--- config.mk ---
export PLATFORM = sky130hd
export DESIGN_NAME = rbw_relay_board
export DESIGN_NICKNAME = d
export VERILOG_FILES = /design/src/rbw_pkg.sv /design/src/rbw_regbus_if.sv /design/src/rbw_relay_board.sv /design/src/rbw_avmm_slave.sv /design/src/rbw_trip_timer.sv
export SDC_FILE = /design/constraint.sdc
export NUM_CORES = 1
export LEC_CHECK = 0
export BUFFER_PORTS_ARGS = -buffer_cell sky130_fd_sc_hd__clkbuf_2
export CORE_MARGIN = 2
export CORE_UTILIZATION = 45
export DETAILED_ROUTE_END_ITERATION = 12
export PLACE_DENSITY = 0.73
export SLEW_MARGIN = 25
export SYNTH_ARGS = -nofsm -noshare
export SYNTH_HDL_FRONTEND = slang
export SYNTH_SLANG_ARGS = --single-unit
export TNS_END_PERCENT = 1
--- constraint.sdc ---
create_clock -name mclk_in -period 1.9 [get_ports mclk_in]
set_input_delay 0.095 -clock mclk_in [delete_from_list [all_inputs] [get_ports mclk_in]]
set_output_delay 0.095 -clock mclk_in [all_outputs]
set_load 0.05 [all_outputs]
--- src/rbw_pkg.sv ---
package rbw_pkg;

    // ------------------------------------------------------------
    // bus geometry
    // ------------------------------------------------------------
    localparam int ADDR_W = 4;
    localparam int DATA_W = 32;

    // ------------------------------------------------------------
    // register byte offsets
    // ------------------------------------------------------------
    localparam logic [ADDR_W-1:0] CTRL_OFS     = 4'h0;
    localparam logic [ADDR_W-1:0] STATUS_OFS   = 4'h4;
    localparam logic [ADDR_W-1:0] IRQ_STAT_OFS = 4'h8;
    localparam logic [ADDR_W-1:0] IRQ_MASK_OFS = 4'hC;

    // ------------------------------------------------------------
    // control register fields
    // ------------------------------------------------------------
    localparam int CTRL_WDOG_BIT     = 0;
    localparam int CTRL_WHEEL_BIT    = 1;
    localparam int CTRL_BENCH_BIT    = 2;
    localparam int CTRL_SAMPCAL_BIT  = 3;
    localparam int CTRL_ZEROSPAN_BIT = 4;
    localparam int CTRL_SHUTOFF_BIT  = 5;
    localparam int CTRL_IRSRC_BIT    = 6;
    localparam int CTRL_VOLT_LSB     = 8;
    localparam int CTRL_W            = 10;
    localparam logic [CTRL_W-1:0] CTRL_RST      = 10'h040;
    // all switched outputs: heaters, valves, ir source
    localparam logic [CTRL_W-1:0] CTRL_TRIP_CLR = 10'h07E;

    // line voltage codes
    localparam logic [1:0] VOLT_100 = 2'h0;
    localparam logic [1:0] VOLT_115 = 2'h1;
    localparam logic [1:0] VOLT_230 = 2'h2;

    // ------------------------------------------------------------
    // status and interrupt fields
    // ------------------------------------------------------------
    localparam int STAT_TRIPPED_BIT = 0;
    localparam int STAT_WDOG_BIT    = 1;
    localparam int IRQ_TRIP_BIT     = 0;
    localparam int IRQ_TOGGLE_BIT   = 1;
    localparam int IRQ_W            = 2;
    localparam logic [IRQ_W-1:0] IRQ_MASK_RST = 2'h0;

    // ------------------------------------------------------------
    // timing
    // ------------------------------------------------------------
    localparam longint CLK_HZ      = 64'd200_000_000;
    localparam longint WDOG_TRIP_S = 64'd30;
    localparam int     WDOG_CNT_W  = 33;
    localparam logic [WDOG_CNT_W-1:0] WDOG_TRIP_CYCLES =
        WDOG_CNT_W'(WDOG_TRIP_S * CLK_HZ);

endpackage

--- src/rbw_regbus_if.sv ---
`timescale 1ns/10ps
// internal register access between bus slave and register file
interface rbw_regbus_if;
    import rbw_pkg::*;
    logic                  wr;
    logic                  rd;
    logic [ADDR_W-1:0]     addr;
    logic [DATA_W-1:0]     wdata;
    logic [DATA_W-1:0]     rdata;

    modport slave_side (output wr, output rd, output addr, output wdata, input rdata);
    modport reg_side   (input wr, input rd, input addr, input wdata, output rdata);
endinterface

--- src/rbw_relay_board.sv ---
`timescale 1ns/10ps
module rbw_relay_board #(
    parameter logic [rbw_pkg::WDOG_CNT_W-1:0] WDOG_TRIP_CYCLES = rbw_pkg::WDOG_TRIP_CYCLES
) (
    // clock and reset
    input  wire logic                         mclk_in,
    input  wire logic                         sys_rst_in,
    // avalon-mm register bus
    input  wire logic [rbw_pkg::ADDR_W-1:0]   avs_address_in,
    input  wire logic                         avs_read_in,
    input  wire logic                         avs_write_in,
    input  wire logic [rbw_pkg::DATA_W-1:0]   avs_writedata_in,
    output logic      [rbw_pkg::DATA_W-1:0]   avs_readdata_out,
    output logic                              avs_waitrequest_out,
    // interrupt
    output logic                              irq_out,
    // switched outputs
    output logic                              wheel_heat_out,
    output logic                              my_elem_low_out,
    output logic                              my_elem_high_out,
    output logic                              sample_cal_valve_out,
    output logic                              zero_span_valve_out,
    output logic                              shutoff_valve_out,
    output logic                              ir_source_out,
    // status indicators
    output logic                              watchdog_indicator_out,
    output logic                              wheel_heat_indicator_out,
    output logic                              my_heat_indicator_out,
    output logic                              spare_indicator_out,
    output logic                              sample_cal_indicator_out,
    output logic                              zero_span_indicator_out,
    output logic                              shutoff_valve_indicator_out,
    output logic                              ir_source_indicator_out
);
    import rbw_pkg::*;

    // ------------------------------------------------------------
    // state
    // ------------------------------------------------------------
    typedef struct packed {
        logic [CTRL_W-1:0] ctrl;
        logic              tripped;
        logic [IRQ_W-1:0]  irq_stat;
        logic [IRQ_W-1:0]  irq_mask;
        logic              irq;
        logic              wheel;
        logic              elem_low;
        logic              elem_high;
        logic              samp_cal;
        logic              zero_span;
        logic              shutoff;
        logic              ir_src;
        logic              wdog_led;
        logic              my_led;
        logic              spare_led;
    } rbw_top_s;

    rbw_top_s s_r;
    rbw_top_s s_nxt;

    rbw_regbus_if rb ();

    logic wdog_toggle;
    logic wdog_trip;

    // ------------------------------------------------------------
    // submodules
    // ------------------------------------------------------------
    // host commands arrive as register writes over the bus
    rbw_avmm_slave u_slave (
        .mclk_in             (mclk_in),
        .sys_rst_in          (sys_rst_in),
        .avs_address_in      (avs_address_in),
        .avs_read_in         (avs_read_in),
        .avs_write_in        (avs_write_in),
        .avs_writedata_in    (avs_writedata_in),
        .avs_readdata_out    (avs_readdata_out),
        .avs_waitrequest_out (avs_waitrequest_out),
        .rb                  (rb.slave_side)
    );

    // stall detector on the host-driven watchdog level
    rbw_trip_timer #(
        .TRIP_CYCLES (WDOG_TRIP_CYCLES)
    ) u_timer (
        .mclk_in       (mclk_in),
        .sys_rst_in    (sys_rst_in),
        .wdog_level_in (s_r.ctrl[CTRL_WDOG_BIT]),
        .toggle_out    (wdog_toggle),
        .trip_out      (wdog_trip)
    );

    // ------------------------------------------------------------
    // helpers
    // ------------------------------------------------------------
    // bench element choice from line voltage code
    function automatic logic rbw_high_elem(input logic [1:0] volt);
        return (volt == VOLT_230);
    endfunction

    // read mux
    always_comb begin
        rb.rdata = '0;
        unique case (rb.addr)
            CTRL_OFS:     rb.rdata[CTRL_W-1:0] = s_r.ctrl;
            STATUS_OFS:   rb.rdata[STAT_WDOG_BIT:STAT_TRIPPED_BIT] =
                              {s_r.ctrl[CTRL_WDOG_BIT], s_r.tripped};
            IRQ_STAT_OFS: rb.rdata[IRQ_W-1:0] = s_r.irq_stat;
            IRQ_MASK_OFS: rb.rdata[IRQ_W-1:0] = s_r.irq_mask;
            default:      rb.rdata = '0;
        endcase
    end

    // ------------------------------------------------------------
    // register file and output logic
    // ------------------------------------------------------------
    always_comb begin
        s_nxt = s_r;
        // command decode from host writes
        if (rb.wr && rb.addr == CTRL_OFS) begin
            s_nxt.ctrl = rb.wdata[CTRL_W-1:0];
        end
        if (rb.wr && rb.addr == IRQ_MASK_OFS) begin
            s_nxt.irq_mask = rb.wdata[IRQ_W-1:0];
        end
        // trip clears switched outputs only, watchdog bit and voltage code untouched
        if (wdog_trip) begin
            s_nxt.ctrl    = s_nxt.ctrl & ~CTRL_TRIP_CLR;
            s_nxt.tripped = 1'b1;
        end else if (wdog_toggle) begin
            s_nxt.tripped = 1'b0;
        end
        // sticky events, read clears, set wins
        if (rb.rd && rb.addr == IRQ_STAT_OFS) begin
            s_nxt.irq_stat = '0;
        end
        if (wdog_trip) begin
            s_nxt.irq_stat[IRQ_TRIP_BIT] = 1'b1;
        end
        if (wdog_toggle) begin
            s_nxt.irq_stat[IRQ_TOGGLE_BIT] = 1'b1;
        end
        s_nxt.irq = |(s_nxt.irq_stat & s_nxt.irq_mask);
        // registered drives follow the control bits
        s_nxt.wheel     = s_r.ctrl[CTRL_WHEEL_BIT];
        s_nxt.elem_low  = s_r.ctrl[CTRL_BENCH_BIT]
                          && !rbw_high_elem(s_r.ctrl[CTRL_VOLT_LSB+:2]);
        s_nxt.elem_high = s_r.ctrl[CTRL_BENCH_BIT]
                          && rbw_high_elem(s_r.ctrl[CTRL_VOLT_LSB+:2]);
        s_nxt.samp_cal  = s_r.ctrl[CTRL_SAMPCAL_BIT];
        s_nxt.zero_span = s_r.ctrl[CTRL_ZEROSPAN_BIT];
        s_nxt.shutoff   = s_r.ctrl[CTRL_SHUTOFF_BIT];
        s_nxt.ir_src    = s_r.ctrl[CTRL_IRSRC_BIT];
        s_nxt.wdog_led  = s_r.ctrl[CTRL_WDOG_BIT];
        // indicator flops, lit with either bench element
        s_nxt.my_led = s_r.ctrl[CTRL_BENCH_BIT];
        s_nxt.spare_led = 1'b0;
    end

    // state register
    always_ff @(posedge mclk_in) begin
        if (sys_rst_in) begin
            s_r          <= '0;
            s_r.ctrl     <= CTRL_RST;
            s_r.irq_mask <= IRQ_MASK_RST;
        end else begin
            s_r <= s_nxt;
        end
    end

    // ------------------------------------------------------------
    // output assignment
    // ------------------------------------------------------------
    assign irq_out                     = s_r.irq;
    assign wheel_heat_out              = s_r.wheel;
    assign my_elem_low_out          = s_r.elem_low;
    assign my_elem_high_out         = s_r.elem_high;
    assign sample_cal_valve_out        = s_r.samp_cal;
    assign zero_span_valve_out         = s_r.zero_span;
    assign shutoff_valve_out           = s_r.shutoff;
    assign ir_source_out               = s_r.ir_src;
    // indicators mirror their outputs; watchdog, bench and spare come from their own flops
    assign watchdog_indicator_out      = s_r.wdog_led;
    assign wheel_heat_indicator_out    = s_r.wheel;
    assign my_heat_indicator_out    = s_r.my_led;
    assign spare_indicator_out         = s_r.spare_led;
    assign sample_cal_indicator_out    = s_r.samp_cal;
    assign zero_span_indicator_out     = s_r.zero_span;
    assign shutoff_valve_indicator_out = s_r.shutoff;
    assign ir_source_indicator_out     = s_r.ir_src;
endmodule

--- src/rbw_avmm_slave.sv ---
`timescale 1ns/10ps
module rbw_avmm_slave (
    // clock and reset
    input  wire logic                         mclk_in,
    input  wire logic                         sys_rst_in,
    // avalon-mm slave
    input  wire logic [rbw_pkg::ADDR_W-1:0]   avs_address_in,
    input  wire logic                         avs_read_in,
    input  wire logic                         avs_write_in,
    input  wire logic [rbw_pkg::DATA_W-1:0]   avs_writedata_in,
    output logic      [rbw_pkg::DATA_W-1:0]   avs_readdata_out,
    output logic                              avs_waitrequest_out,
    // register side
    rbw_regbus_if.slave_side                  rb
);
    import rbw_pkg::*;

    typedef enum logic {SLV_IDLE, SLV_ANSWER} rbw_slv_e;

    typedef struct packed {
        rbw_slv_e          st;
        logic              wait_rq;
        logic [DATA_W-1:0] rdata;
    } rbw_slv_s;

    rbw_slv_s s_r;
    rbw_slv_s s_nxt;
    logic     accept;

    // request taken on the first edge it is seen; answered one cycle later
    assign accept   = (s_r.st == SLV_IDLE) && (avs_read_in || avs_write_in);
    assign rb.wr    = accept && avs_write_in;
    assign rb.rd    = accept && avs_read_in;
    assign rb.addr  = avs_address_in;
    assign rb.wdata = avs_writedata_in;

    // handshake sequencing
    always_comb begin
        s_nxt = s_r;
        unique case (s_r.st)
            SLV_IDLE: begin
                if (accept) begin
                    s_nxt.st      = SLV_ANSWER;
                    s_nxt.wait_rq = 1'b0;
                    s_nxt.rdata   = avs_read_in ? rb.rdata : '0;
                end
            end
            SLV_ANSWER: begin
                s_nxt.st      = SLV_IDLE;
                s_nxt.wait_rq = 1'b1;
            end
        endcase
    end

    // state register
    always_ff @(posedge mclk_in) begin
        if (sys_rst_in) begin
            s_r <= '{st: SLV_IDLE, wait_rq: 1'b1, rdata: '0};
        end else begin
            s_r <= s_nxt;
        end
    end

    assign avs_readdata_out    = s_r.rdata;
    assign avs_waitrequest_out = s_r.wait_rq;
endmodule

--- src/rbw_trip_timer.sv ---
`timescale 1ns/10ps
module rbw_trip_timer #(
    parameter logic [rbw_pkg::WDOG_CNT_W-1:0] TRIP_CYCLES = rbw_pkg::WDOG_TRIP_CYCLES
) (
    // clock and reset
    input  wire logic mclk_in,
    input  wire logic sys_rst_in,
    // watchdog level and result
    input  wire logic wdog_level_in,
    output logic      toggle_out,
    output logic      trip_out
);
    import rbw_pkg::*;

    typedef struct packed {
        logic                  last;
        logic                  armed;
        logic                  toggle;
        logic                  trip;
        logic [WDOG_CNT_W-1:0] cnt;
    } rbw_tmr_s;

    rbw_tmr_s s_r;
    rbw_tmr_s s_nxt;

    // time since the indicator last changed level
    always_comb begin
        s_nxt        = s_r;
        s_nxt.last   = wdog_level_in;
        s_nxt.toggle = 1'b0;
        s_nxt.trip   = 1'b0;
        if (wdog_level_in != s_r.last) begin
            s_nxt.cnt    = '0;
            s_nxt.armed  = 1'b1;
            s_nxt.toggle = 1'b1;
        end else if (s_r.armed) begin
            if (s_r.cnt == TRIP_CYCLES - 1'b1) begin
                s_nxt.trip  = 1'b1;
                s_nxt.armed = 1'b0;                  // one trip per stall
            end else begin
                s_nxt.cnt = s_r.cnt + 1'b1;
            end
        end
    end

    // state register
    always_ff @(posedge mclk_in) begin
        if (sys_rst_in) begin
            s_r <= '{last: 1'b0, armed: 1'b1, toggle: 1'b0, trip: 1'b0, cnt: '0};
        end else begin
            s_r <= s_nxt;
        end
    end

    assign toggle_out = s_r.toggle;
    assign trip_out   = s_r.trip;
endmodule

==> results.yml, run 1 <==
timing:
  min_period_ns: 2.02
  postLayoutSetupSlackWorst_ns: -0.120
  maxSlewViolCount: 0
  hold_violations: 0
  setup_viol_count_final: 14
  whs_ns: 0.0373
  fin_crit_sh: 1.06
  skew_ns: 0.0116
  rsz0062_at_grt: "true"
  fmax_ghz: 0.495
die:
  fp-row-count: 31
  die_area_um2: 8120
  io_pins: 89
  die_x_um: 90.1
  core_um2: 7210
  initial_core_util: 0.462
  dieHeight_um: 90.1
synthesis:
  netlist_instances: 370
  synth_area_um2: 3340
  synth-edff-count: 0
  async_flop_share: 0
  yosysWarnings: 0
  syn_area_per_cell_um2: 9.02
  seq_area_frac_synth: 0.438
  synth.distinct_cells: 50
  synth_ff_type: "dfxtp_1"
  synth-seq-cells: 73
final_layout:
  syn_to_final_growth_pct: 23.1
  fin_nets: 487
  n_antenna_cell: 0
  final.fill_count: 645
  drive_gt1_frac: 0.288
  instances_no_fill: 550
hold_path:
  hold_path.class: "primary input to flop"
  holdPathEnd: "s_nxt[2]"
  min_from: "avs_writedata_in[0]"
  min_path_cells: 3
drt:
  wl_per_cell_um: 13.5
  wl_met1_mm: 3.35
  dr_wl_met3_um: 301
  drt-pass1-iter-count: 4
  vias_per_cell: 5.25
  wl_met2_mm: 3.60
  highest_layer: "met4"
  vias: 2887
  final_antenna_net_count: 0
  routed_wl_mm: 7.41
  drc: 0
  drtIter0Drc: 165
pwr:
  switching_share: 0.263
  p_sw_uw: 800
  p_clk_frac: 0.407
  power_uw: 3050
  power_density_nw_per_um2: 742
  sequentialPowerShare: 0.510
  p_int_uw: 2250
  p_leak_uw: 0.00166
  ir_drop_mv: 0.349
  p_comb_frac: 0.083
clocking:
  cts_root_buf: "clkbuf_8"
  clockBufferDepth: 2
  clk_pin_slew_ns: 0.08
  cts_buffers: 9
  cts_max_level: 3
  cts_tree: "done"
  clkLatencyLatePin_ns: 0.35
  clock_sinks: 73
status:
  violations: "setup timing"
  outcome: "complete, but fails checks"
setup_path:
  rrSetupSlack_ns: -0.12
  path_cells: "or4_4 -> or4_4 -> o31ai_4 -> mux2i_1 -> nor2_1"
  cp_common_cell: "or4_4"
  r2r-start: "u_timer.s_r[18]"
  cp_max_fo: 3
  rr_worst_depth: 5
  critical_path_class: "flop to flop"
  r2r-end: "u_timer.s_r[1]"
  slowest_delay_ns: 0.53
  crit_slowest_cell: "or4_4"
  endpoint_kind: "flop"
  worstPathRequired_ns: 2.12
  critPathLaunchType: "flop"
  cp.arrival_ns: 2.24
grt:
  grt_overflow: 0
  antenna_found_initial: 0
  grt_pass1_wl_mm: 12.4
  grt_pass1_vias: 2717
  grt_util_all_layers: 0.186
  grt_max_degree: 37
placed_design:
  post-place-ws_ns: -0.141
  dp_hpwl_mm: 5.12
  portBuffers: 43
  placedCellCount: 528
  place_congestion: 0.904
job:
  drv_cap: 0
-- area by class of cell --
type / count / area (um2) / area share
Inverter: 5 / 18.8 / 0.00457
Clock inverter: 6 / 66.3 / 0.0161
Timing Repair Buffer: 87 / 557 / 0.136
Clock buffer: 10 / 138 / 0.0335
Tap cell: 99 / 124 / 0.0302
Multi-Input combinational cell: 270 / 1740 / 0.424
Sequential cell: 73 / 1460 / 0.356
-- what timing repair did --
item	4_1_cts	5_1_grt
resized for setup	5	14
endpoints found under the hold margin	3	0
setup buffers	2	1
endpoints found under the setup margin	20	24
hold buffers	3	0
pin swaps	4	8
-- layer usage --
metal / up-vias / GRT usage
li1: 1421 / -
met1: 1370 / 0.228
met2: 83 / 0.320
met3: 13 / 0.0335
met4: 0 / 0.0821
met5: - / 0
-- logic make-up after synthesis --
logic type,after synthesis,share of synthesized area
adder cells (fa/ha/maj),1,0.00375
multiplexers,11,0.0405
XOR/XNOR,19,0.0499
AND/OR/NAND/NOR,173,0.291
buffers and inverters,49,0.0866
flip-flops,73,0.438
other,1,0.00112
AO/OA/AOI/OAI,43,0.0893
-- cell usage after synthesis (all sizes together) (3+ instances only) --
| cell type | n | area, um2 |
|---|---|---|
| a21oi | 15 | 75.1 |
| a22oi | 8 | 60.1 |
| and2 | 6 | 37.5 |
| and3 | 5 | 31.3 |
| and4 | 7 | 62.6 |
| buf | 31 | 221 |
| clkbuf | 13 | 48.8 |
| dfxtp | 73 | 1460 |
| inv | 5 | 18.8 |
| mux2i | 9 | 90.1 |
| nand2 | 26 | 97.6 |
| nand3 | 14 | 70.1 |
| nand4 | 11 | 68.8 |
| nand4b | 3 | 26.3 |
| nor2 | 45 | 169 |
| nor2b | 11 | 68.8 |
| nor3 | 16 | 95.1 |
| nor4 | 10 | 77.6 |
| nor4b | 3 | 26.3 |
| o21ai | 4 | 20.0 |
| o31ai | 4 | 43.8 |
| or4 | 6 | 56.3 |
| xnor2 | 13 | 114 |
| xor2 | 6 | 52.6 |
-- cell usage in the layout (no fill, tap or decap), drive strengths merged, types with 7 or more instances in the layout --
| master | instances |
|---|---|
| nand3 | 14 |
| nor3 | 16 |
| nor2b | 11 |
| nor2 | 45 |
| nand2 | 26 |
| clkbuf | 53 |
| xnor2 | 13 |
| nor4 | 10 |
| and4 | 7 |
| conb | 23 |
| nand4 | 11 |
| dfxtp | 73 |
| a22oi | 8 |
| buf | 41 |
| a21oi | 15 |
| mux2i | 9 |
-- flip-flops by register name, summed over array words and instances (netlist names) --
signal / count
u_timer.s_r: 34
u_slave.avs_readdata_out: 10
s_r: 8
s_nxt: 7
my_elem_high_out: 1
my_elem_low_out: 1
my_heat_indicator_out: 1
ir_source_indicator_out: 1
irq_out: 1
sample_cal_indicator_out: 1
shutoff_valve_indicator_out: 1
u_slave.avs_waitrequest_out: 1
u_slave.s_r: 1
u_timer.toggle_out: 1
u_timer.trip_out: 1
watchdog_indicator_out: 1
wheel_heat_indicator_out: 1
zero_span_indicator_out: 1
-- power by group through the flow --
| stage | sequential [uW] | combinational [uW] | clock, uW |
|---|---|---|---|
| 6_report | 1550 | 253 | 1240 |
| 5_1_grt | 1550 | 268 | 1340 |
| 4_1_cts | 1550 | 251 | 1270 |
| 3_5_place_dp | 1590 | 245 | 0 |
| 3_3_place_gp | 1590 | 244 | 0 |
| 2_1_floorplan | 1600 | 207 | 0 |
-- worst max-delay path, delay by kind of cell (launching register included) --
family,cells,cell delay [ns]
AO/OA/AOI/OAI,1,0.26
flip-flops,1,0.32
multiplexers,1,0.21
AND/OR/NAND/NOR,3,1.11
-- metrics by stage --
step / util / TNS, ns / cell area, um2
after floorplan: - / -0.969 / 3420
after global placement: 0.523 / -0.777 / 3770
after detailed placement: 0.523 / -1.42 / 3770
after CTS: 0.560 / -1.16 / 4040
after global routing: 0.569 / -2.06 / 4110
final: 0.569 / -1.00 / 4110
-- how the worst max path moves through the flow --
stage,from,endpoint,slack [ns],cells after the start
after floorplan,u_timer.s_r[16],u_timer.s_r[11],-0.13,5
after global placement,u_timer.s_r[16],u_timer.s_r[1],-0.11,5
after detailed placement,u_timer.s_r[16],u_timer.s_r[8],-0.14,6
after CTS,u_timer.s_r[18],u_timer.s_r[1],-0.16,5
after global routing,u_timer.s_r[1],u_timer.s_r[1],-0.19,7
final,u_timer.s_r[18],u_timer.s_r[1],-0.12,5
Note: power is estimated with default switching activity, not from simulation.
==> run 2, diff against run 1 <==
Settings changed: CAP_MARGIN set to 5, RECOVER_POWER set to 25.
==> run 2 against run 1 <==
The run still ends with setup timing left. Via count rose by 0.76%. Clock power about the same. Worst setup slack worse by 0.0019 ns. Global-route usage did not move. Hold slack worse by 0.0041 ns. Sequential cell count unchanged. Total power is 0.13% lower. Critical path type unchanged. Non-clock buffer count did not move. Register-to-register slack about the same. Clock-buffer cell count unchanged. Largest cell class unchanged. Sequential power is essentially flat. Design area is 0.27% lower. Critical endpoint unchanged.
==> results.yml, run 2 (same netlist as run 1, synthesis figures left out) <==
pwr:
  p_leak_uw: 0.00163
  switching_share: 0.262
  p_sw_uw: 798
  p_int_uw: 2240
  p_clk_frac: 0.407
  power_density_nw_per_um2: 743
  sequentialPowerShare: 0.510
  p_comb_frac: 0.083
  ir_drop_mv: 0.349
timing:
  postLayoutSetupSlackWorst_ns: -0.122
  min_period_ns: 2.02
  fmax_ghz: 0.495
  setup_viol_count_final: 14
  skew_ns: 0.0102
  fin_crit_sh: 1.06
  tightest_slew_ns: 0.624
  rsz0062_at_grt: "true"
  maxSlewViolCount: 0
  hold_violations: 0
  relSlewSlack: 0.586
grt:
  grt_util_all_layers: 0.186
  grt_overflow: 0
  use_met2: 0.320
  grtUsageMet1: 0.228
  busiest_layer: "met2"
  grt_pass1_wl_mm: 12.4
  antenna_found_initial: 0
  met3_usage: 0.0335
  grt_pass1_vias: 2717
  grt_max_degree: 37
final_layout:
  utilization: 0.568
  largest_reg_flops: 34
  final_cell_mix: "71 x dfxtp_1, 44 x nor2_1, 39 x buf_4, 37 x clkbuf_2, 25 x nand2_1"
  syn_to_final_growth_pct: 22.8
  instances_no_fill: 550
  regMostFlops: "u_timer.s_r"
  fin_nets: 487
  n_antenna_cell: 0
  drive_gt1_frac: 0.273
  layout_commonest_cell: "dfxtp_1"
  final.fill_count: 651
status:
  outcome: "complete, but fails checks"
  violations: "setup timing"
clocking:
  clkLatencyLatePin_ns: 0.35
  clock_sinks: 73
  clockBufferDepth: 2
  cts_tree: "done"
  clk_pin_slew_ns: 0.08
  cts_root_buf: "clkbuf_8"
  cts_max_level: 3
  cts_buffers: 9
setup_path:
  critical_path_class: "flop to flop"
  rrSetupSlack_ns: -0.12
  critPathLaunchType: "flop"
  cp_max_fo: 3
  endpoint_kind: "flop"
  cp.arrival_ns: 2.24
  worstPathRequired_ns: 2.12
drt:
  drc: 0
  vias_per_cell: 5.29
  final_antenna_net_count: 0
  routed_wl_mm: 7.39
  drtIter0Drc: 164
  drt-pass1-iter-count: 4
  vias: 2909
  wl_per_cell_um: 13.4
die:
  die_area_um2: 8120
  initial_core_util: 0.462
  fp-row-count: 31
  io_pins: 89
  dieHeight_um: 90.1
  core_um2: 7210
  die_x_um: 90.1
placed_design:
  placedCellCount: 528
  dp_hpwl_mm: 5.12
  place_congestion: 0.904
  portBuffers: 43
hold_path:
  hold_path.class: "primary input to flop"
job:
  drv_cap: 0
## run 2: stage by stage
step	setup WS, ns	setup TNS, ns	cell area (um2)	hold WS [ns]	power [uW]
final	-0.122	-1.01	4100	0.0333	3040
after global routing	-0.189	-2.06	4100	0.0421	3160
after floorplan	-0.132	-0.969	3420	0.242	1810
after detailed placement	-0.141	-1.42	3770	0.353	1830
after CTS	-0.156	-1.16	4040	0.0249	3080
after global placement	-0.113	-0.777	3770	0.338	1830
## run 2: what timing repair did
action	CTS	global route
setup endpoints to repair	20	24
hold buffers	3	0
endpoints found under the hold margin	3	0
pin swaps	4	8
buffers inserted	2	1
resized for setup	5	14
## run 2: critical path: stages, from the launching register on
cell and delay (ns):
dfxtp_1 0.32, or4_4 0.54, or4_4 0.53, o31ai_4 0.26, mux2i_1 0.21, nor2_1 0.05
## run 2: power groups by stage
stage	sequential, uW	combinational, uW	clock (uW)
6_report	1550	251	1240
5_1_grt	1550	266	1340
4_1_cts	1550	251	1270
3_5_place_dp	1590	245	0
3_3_place_gp	1590	244	0
2_1_floorplan	1600	207	0
## run 2: area by class of cell
type,instances,area [um2],area share
Multi-Input combinational cell,270,1740,0.425
Timing Repair Buffer,87,546,0.133
Inverter,5,18.8,0.00458
Sequential cell,73,1460,0.357
Clock buffer,10,138,0.0336
Clock inverter,6,66.3,0.0162
Tap cell,99,124,0.0302
## run 2: path summary, 6_finish.rpt
kind | startpoint | endpoint | cells after the start
worst max register to register | u_timer.s_r[18] | u_timer.s_r[1] | 5
worst min register to register | s_r[25] | s_r[25] | 2
worst max-delay path | u_timer.s_r[18] | u_timer.s_r[1] | 5
worst min-delay path | avs_writedata_in[0] | s_nxt[2] | 3
## run 2: per-layer routing
| metal | vias to the layer above | share of wire |
|---|---|---|
| met2 | 96 | 0.48 |
| met3 | 13 | 0.043 |
| li1 | 1424 | - |
| met4 | 0 | 0.021 |
| met5 | - | 0 |
| met1 | 1376 | 0.45 |
==> run 3, diff against run 2 <==
Settings changed: ABC_AREA set to 1, PLACE_DENSITY 0.73 to 0.72, REMOVE_ABC_BUFFERS set to 1.
==> run 3 against run 2 <==
Global-route usage grew 1.5 points. First-iteration DRC count shrank 13%. Clock-buffer cell count is the same. Synthesized cell count grew 47%. Maximum frequency grew 20%. Clock power is essentially flat. Clock skew shrank 0.0025 ns. The run now ends clean.
==> results.yml, run 3 <==
synthesis:
  synth_commonest_cells: "129 x nand2_1, 87 x nor2_1, 73 x dfxtp_1"
  netlist_instances: 543
  synth_top_area_frac: 0.392
  yosysMostFrequentCell: "nand2_1"
  seq_area_frac_synth: 0.392
  synth_area_um2: 3730
  yosysTopAreaCell: "dfxtp_1"
  async_flop_share: 0
  synth-edff-count: 0
  synth-seq-cells: 73
  synth.distinct_cells: 34
  syn_area_per_cell_um2: 6.87
  ys_top_cells_by_area: "dfxtp_1 39%, nand2_1 13%, nor2_1 8.8%, inv_1 5.8%, buf_4 5.6%"
  yosysWarnings: 0
  synth_ff_type: "dfxtp_1"
placed_design:
  place_congestion: 0.904
  post-place-ws_ns: 0.237
  dp_hpwl_mm: 6.36
  portBuffers: 43
drt:
  drc: 0
  final_antenna_net_count: 0
  drtIter0Drc: 143
  routed_wl_mm: 8.55
  vias: 3419
  drt-pass1-iter-count: 5
  vias_per_cell: 4.88
  wl_per_cell_um: 12.2
timing:
  fin_crit_sh: 0.887
  skew_ns: 0.00775
  maxSlewViolCount: 0
  tightest_slew_ns: 0.603
  hold_violations: 0
  postLayoutSetupSlackWorst_ns: 0.214
  setup_viol_count_final: 0
  whs_ns: 0.0373
  rsz0062_at_grt: "false"
  fmax_ghz: 0.593
  finalSetupTns_ns: 0
  min_period_ns: 1.69
  relSlewSlack: 0.596
pwr:
  p_sw_uw: 833
  p_comb_frac: 0.087
  p_clk_frac: 0.400
  ir_drop_mv: 0.804
  p_leak_uw: 0.00176
  sequentialPowerShare: 0.513
  switching_share: 0.274
  p_int_uw: 2210
  power_density_nw_per_um2: 731
final_layout:
  regMostFlops: "u_timer.s_r"
  final.fill_count: 843
  drive_gt1_frac: 0.136
  fin_nets: 632
  utilization: 0.511
  layout_commonest_cell: "nand2_1"
  n_antenna_cell: 0
  largest_reg_flops: 34
  syn_to_final_growth_pct: 11.6
  final_cell_mix: "129 x nand2_1, 87 x nor2_1, 73 x dfxtp_1, 58 x inv_1, 40 x nand3_1"
setup_path:
  crit_slowest_cell: "dfxtp_1"
  worstPathRequired_ns: 2.15
  cp_max_fo: 5
  path_cells: "ha_1 -> nand3_2 -> inv_2 -> nand2_2 -> nor3_2 -> nand3_1 -> o21ai_0 -> nor2_1"
  crit_family: "simple AND/OR/NAND/NOR gates"
  slowest_delay_ns: 0.37
  critPathLaunchType: "flop"
  critical_path_buf_inv_count: 1
  cp.arrival_ns: 1.94
  critical_path_class: "flop to flop"
  endpoint_kind: "flop"
die:
  fp-row-count: 33
  die_area_um2: 9030
  dieHeight_um: 95.0
  io_pins: 89
  core_um2: 8130
  initial_core_util: 0.458
  die_x_um: 95.0
clocking:
  clkLatencyLatePin_ns: 0.36
  cts_root_buf: "clkbuf_8"
  cts_tree: "done"
  clockBufferDepth: 2
  clk_pin_slew_ns: 0.07
  cts_max_level: 3
  cts_buffers: 9
  clock_sinks: 73
status:
  outcome: "completed"
job:
  drv_cap: 0
grt:
  grt_pass1_vias: 3204
  grt_pass1_wl_mm: 14.2
  grt_max_degree: 18
  met3_usage: 0.0498
  grt_overflow: 0
  antenna_found_initial: 0
  busiest_layer: "met2"
  grtUsageMet1: 0.244
  grt_util_all_layers: 0.201
  use_met2: 0.356
hold_path:
  hold_path.class: "primary input to flop"
[run 3: final timing paths]
check	from	end	slack [ns]	depth (start not counted)
worst min-delay path	avs_writedata_in[9]	s_r[25]	0.04	3
worst max-delay path	u_timer.s_r[1]	u_timer.s_r[24]	0.21	8
worst min register to register	s_nxt[3]	ir_source_indicator_out	0.45	2
worst max register to register	u_timer.s_r[1]	u_timer.s_r[24]	0.21	8
[run 3: routing by layer]
layer  part of all wire  up-vias  routed length [um]
met5                  0        -                   0
li1                   -     1782                   -
met1               0.46     1525                3930
met4             0.0087        0                  74
met2               0.47      104                4030
met3              0.060        8                 513
[run 3: per-stage QoR]
| step | total power [uW] | cell area (um2) | std cells |
|---|---|---|---|
| after floorplan | 1790 | 3530 | 526 |
| after global placement | 1850 | 3930 | 680 |
| after detailed placement | 1850 | 3930 | 680 |
| after CTS | 3080 | 4170 | 701 |
| after global routing | 3160 | 4160 | 701 |
| final | 3040 | 4160 | 701 |
[run 3: cells by family after synthesis]
| kind of cell | count (synthesis) | share of synthesized area |
|---|---|---|
| buffers and inverters | 102 | 0.138 |
| xor gates and xnor gates | 5 | 0.0117 |
| adders and majority gates | 1 | 0.00336 |
| AOI/OAI and AO/OA | 58 | 0.0896 |
| other | 1 | 0.00101 |
| DFF | 73 | 0.392 |
| and+or+nand+nor | 303 | 0.364 |
[run 3: final cells by class]
| type | count | area [um2] | area share |
|---|---|---|---|
| multi-input cells | 390 | 1840 | 0.441 |
| well taps | 105 | 131 | 0.0316 |
| flip-flops and latches | 73 | 1460 | 0.351 |
| clock buffers | 10 | 128 | 0.0307 |
| clock inverters | 6 | 68.8 | 0.0165 |
| repair buffers | 54 | 299 | 0.0719 |
| inverters | 63 | 236 | 0.0568 |
[run 3: worst register-to-register path, stage by stage, from the launching register on]
cell	delay, ns
dfxtp_1	0.37
ha_1	0.21
nand3_2	0.12
inv_2	0.10
nand2_2	0.11
nor3_2	0.27
nand3_1	0.18
o21ai_0	0.19
nor2_1	0.05
[run 3: timing repair]
action / CTS / global route
hold buffers: 5 / 0
resized for setup: 0 / 0
setup buffers: 0 / 0
endpoints found under the hold margin: 5 / 0
[run 3: power groups by stage]
stage / Sequential, uW / Clock [uW] / Combinational, uW
after floorplan: 1620 / 0 / 168
after global placement: 1590 / 0 / 253
after detailed placement: 1600 / 0 / 257
after CTS: 1560 / 1250 / 265
after global routing: 1560 / 1310 / 289
final: 1560 / 1220 / 265
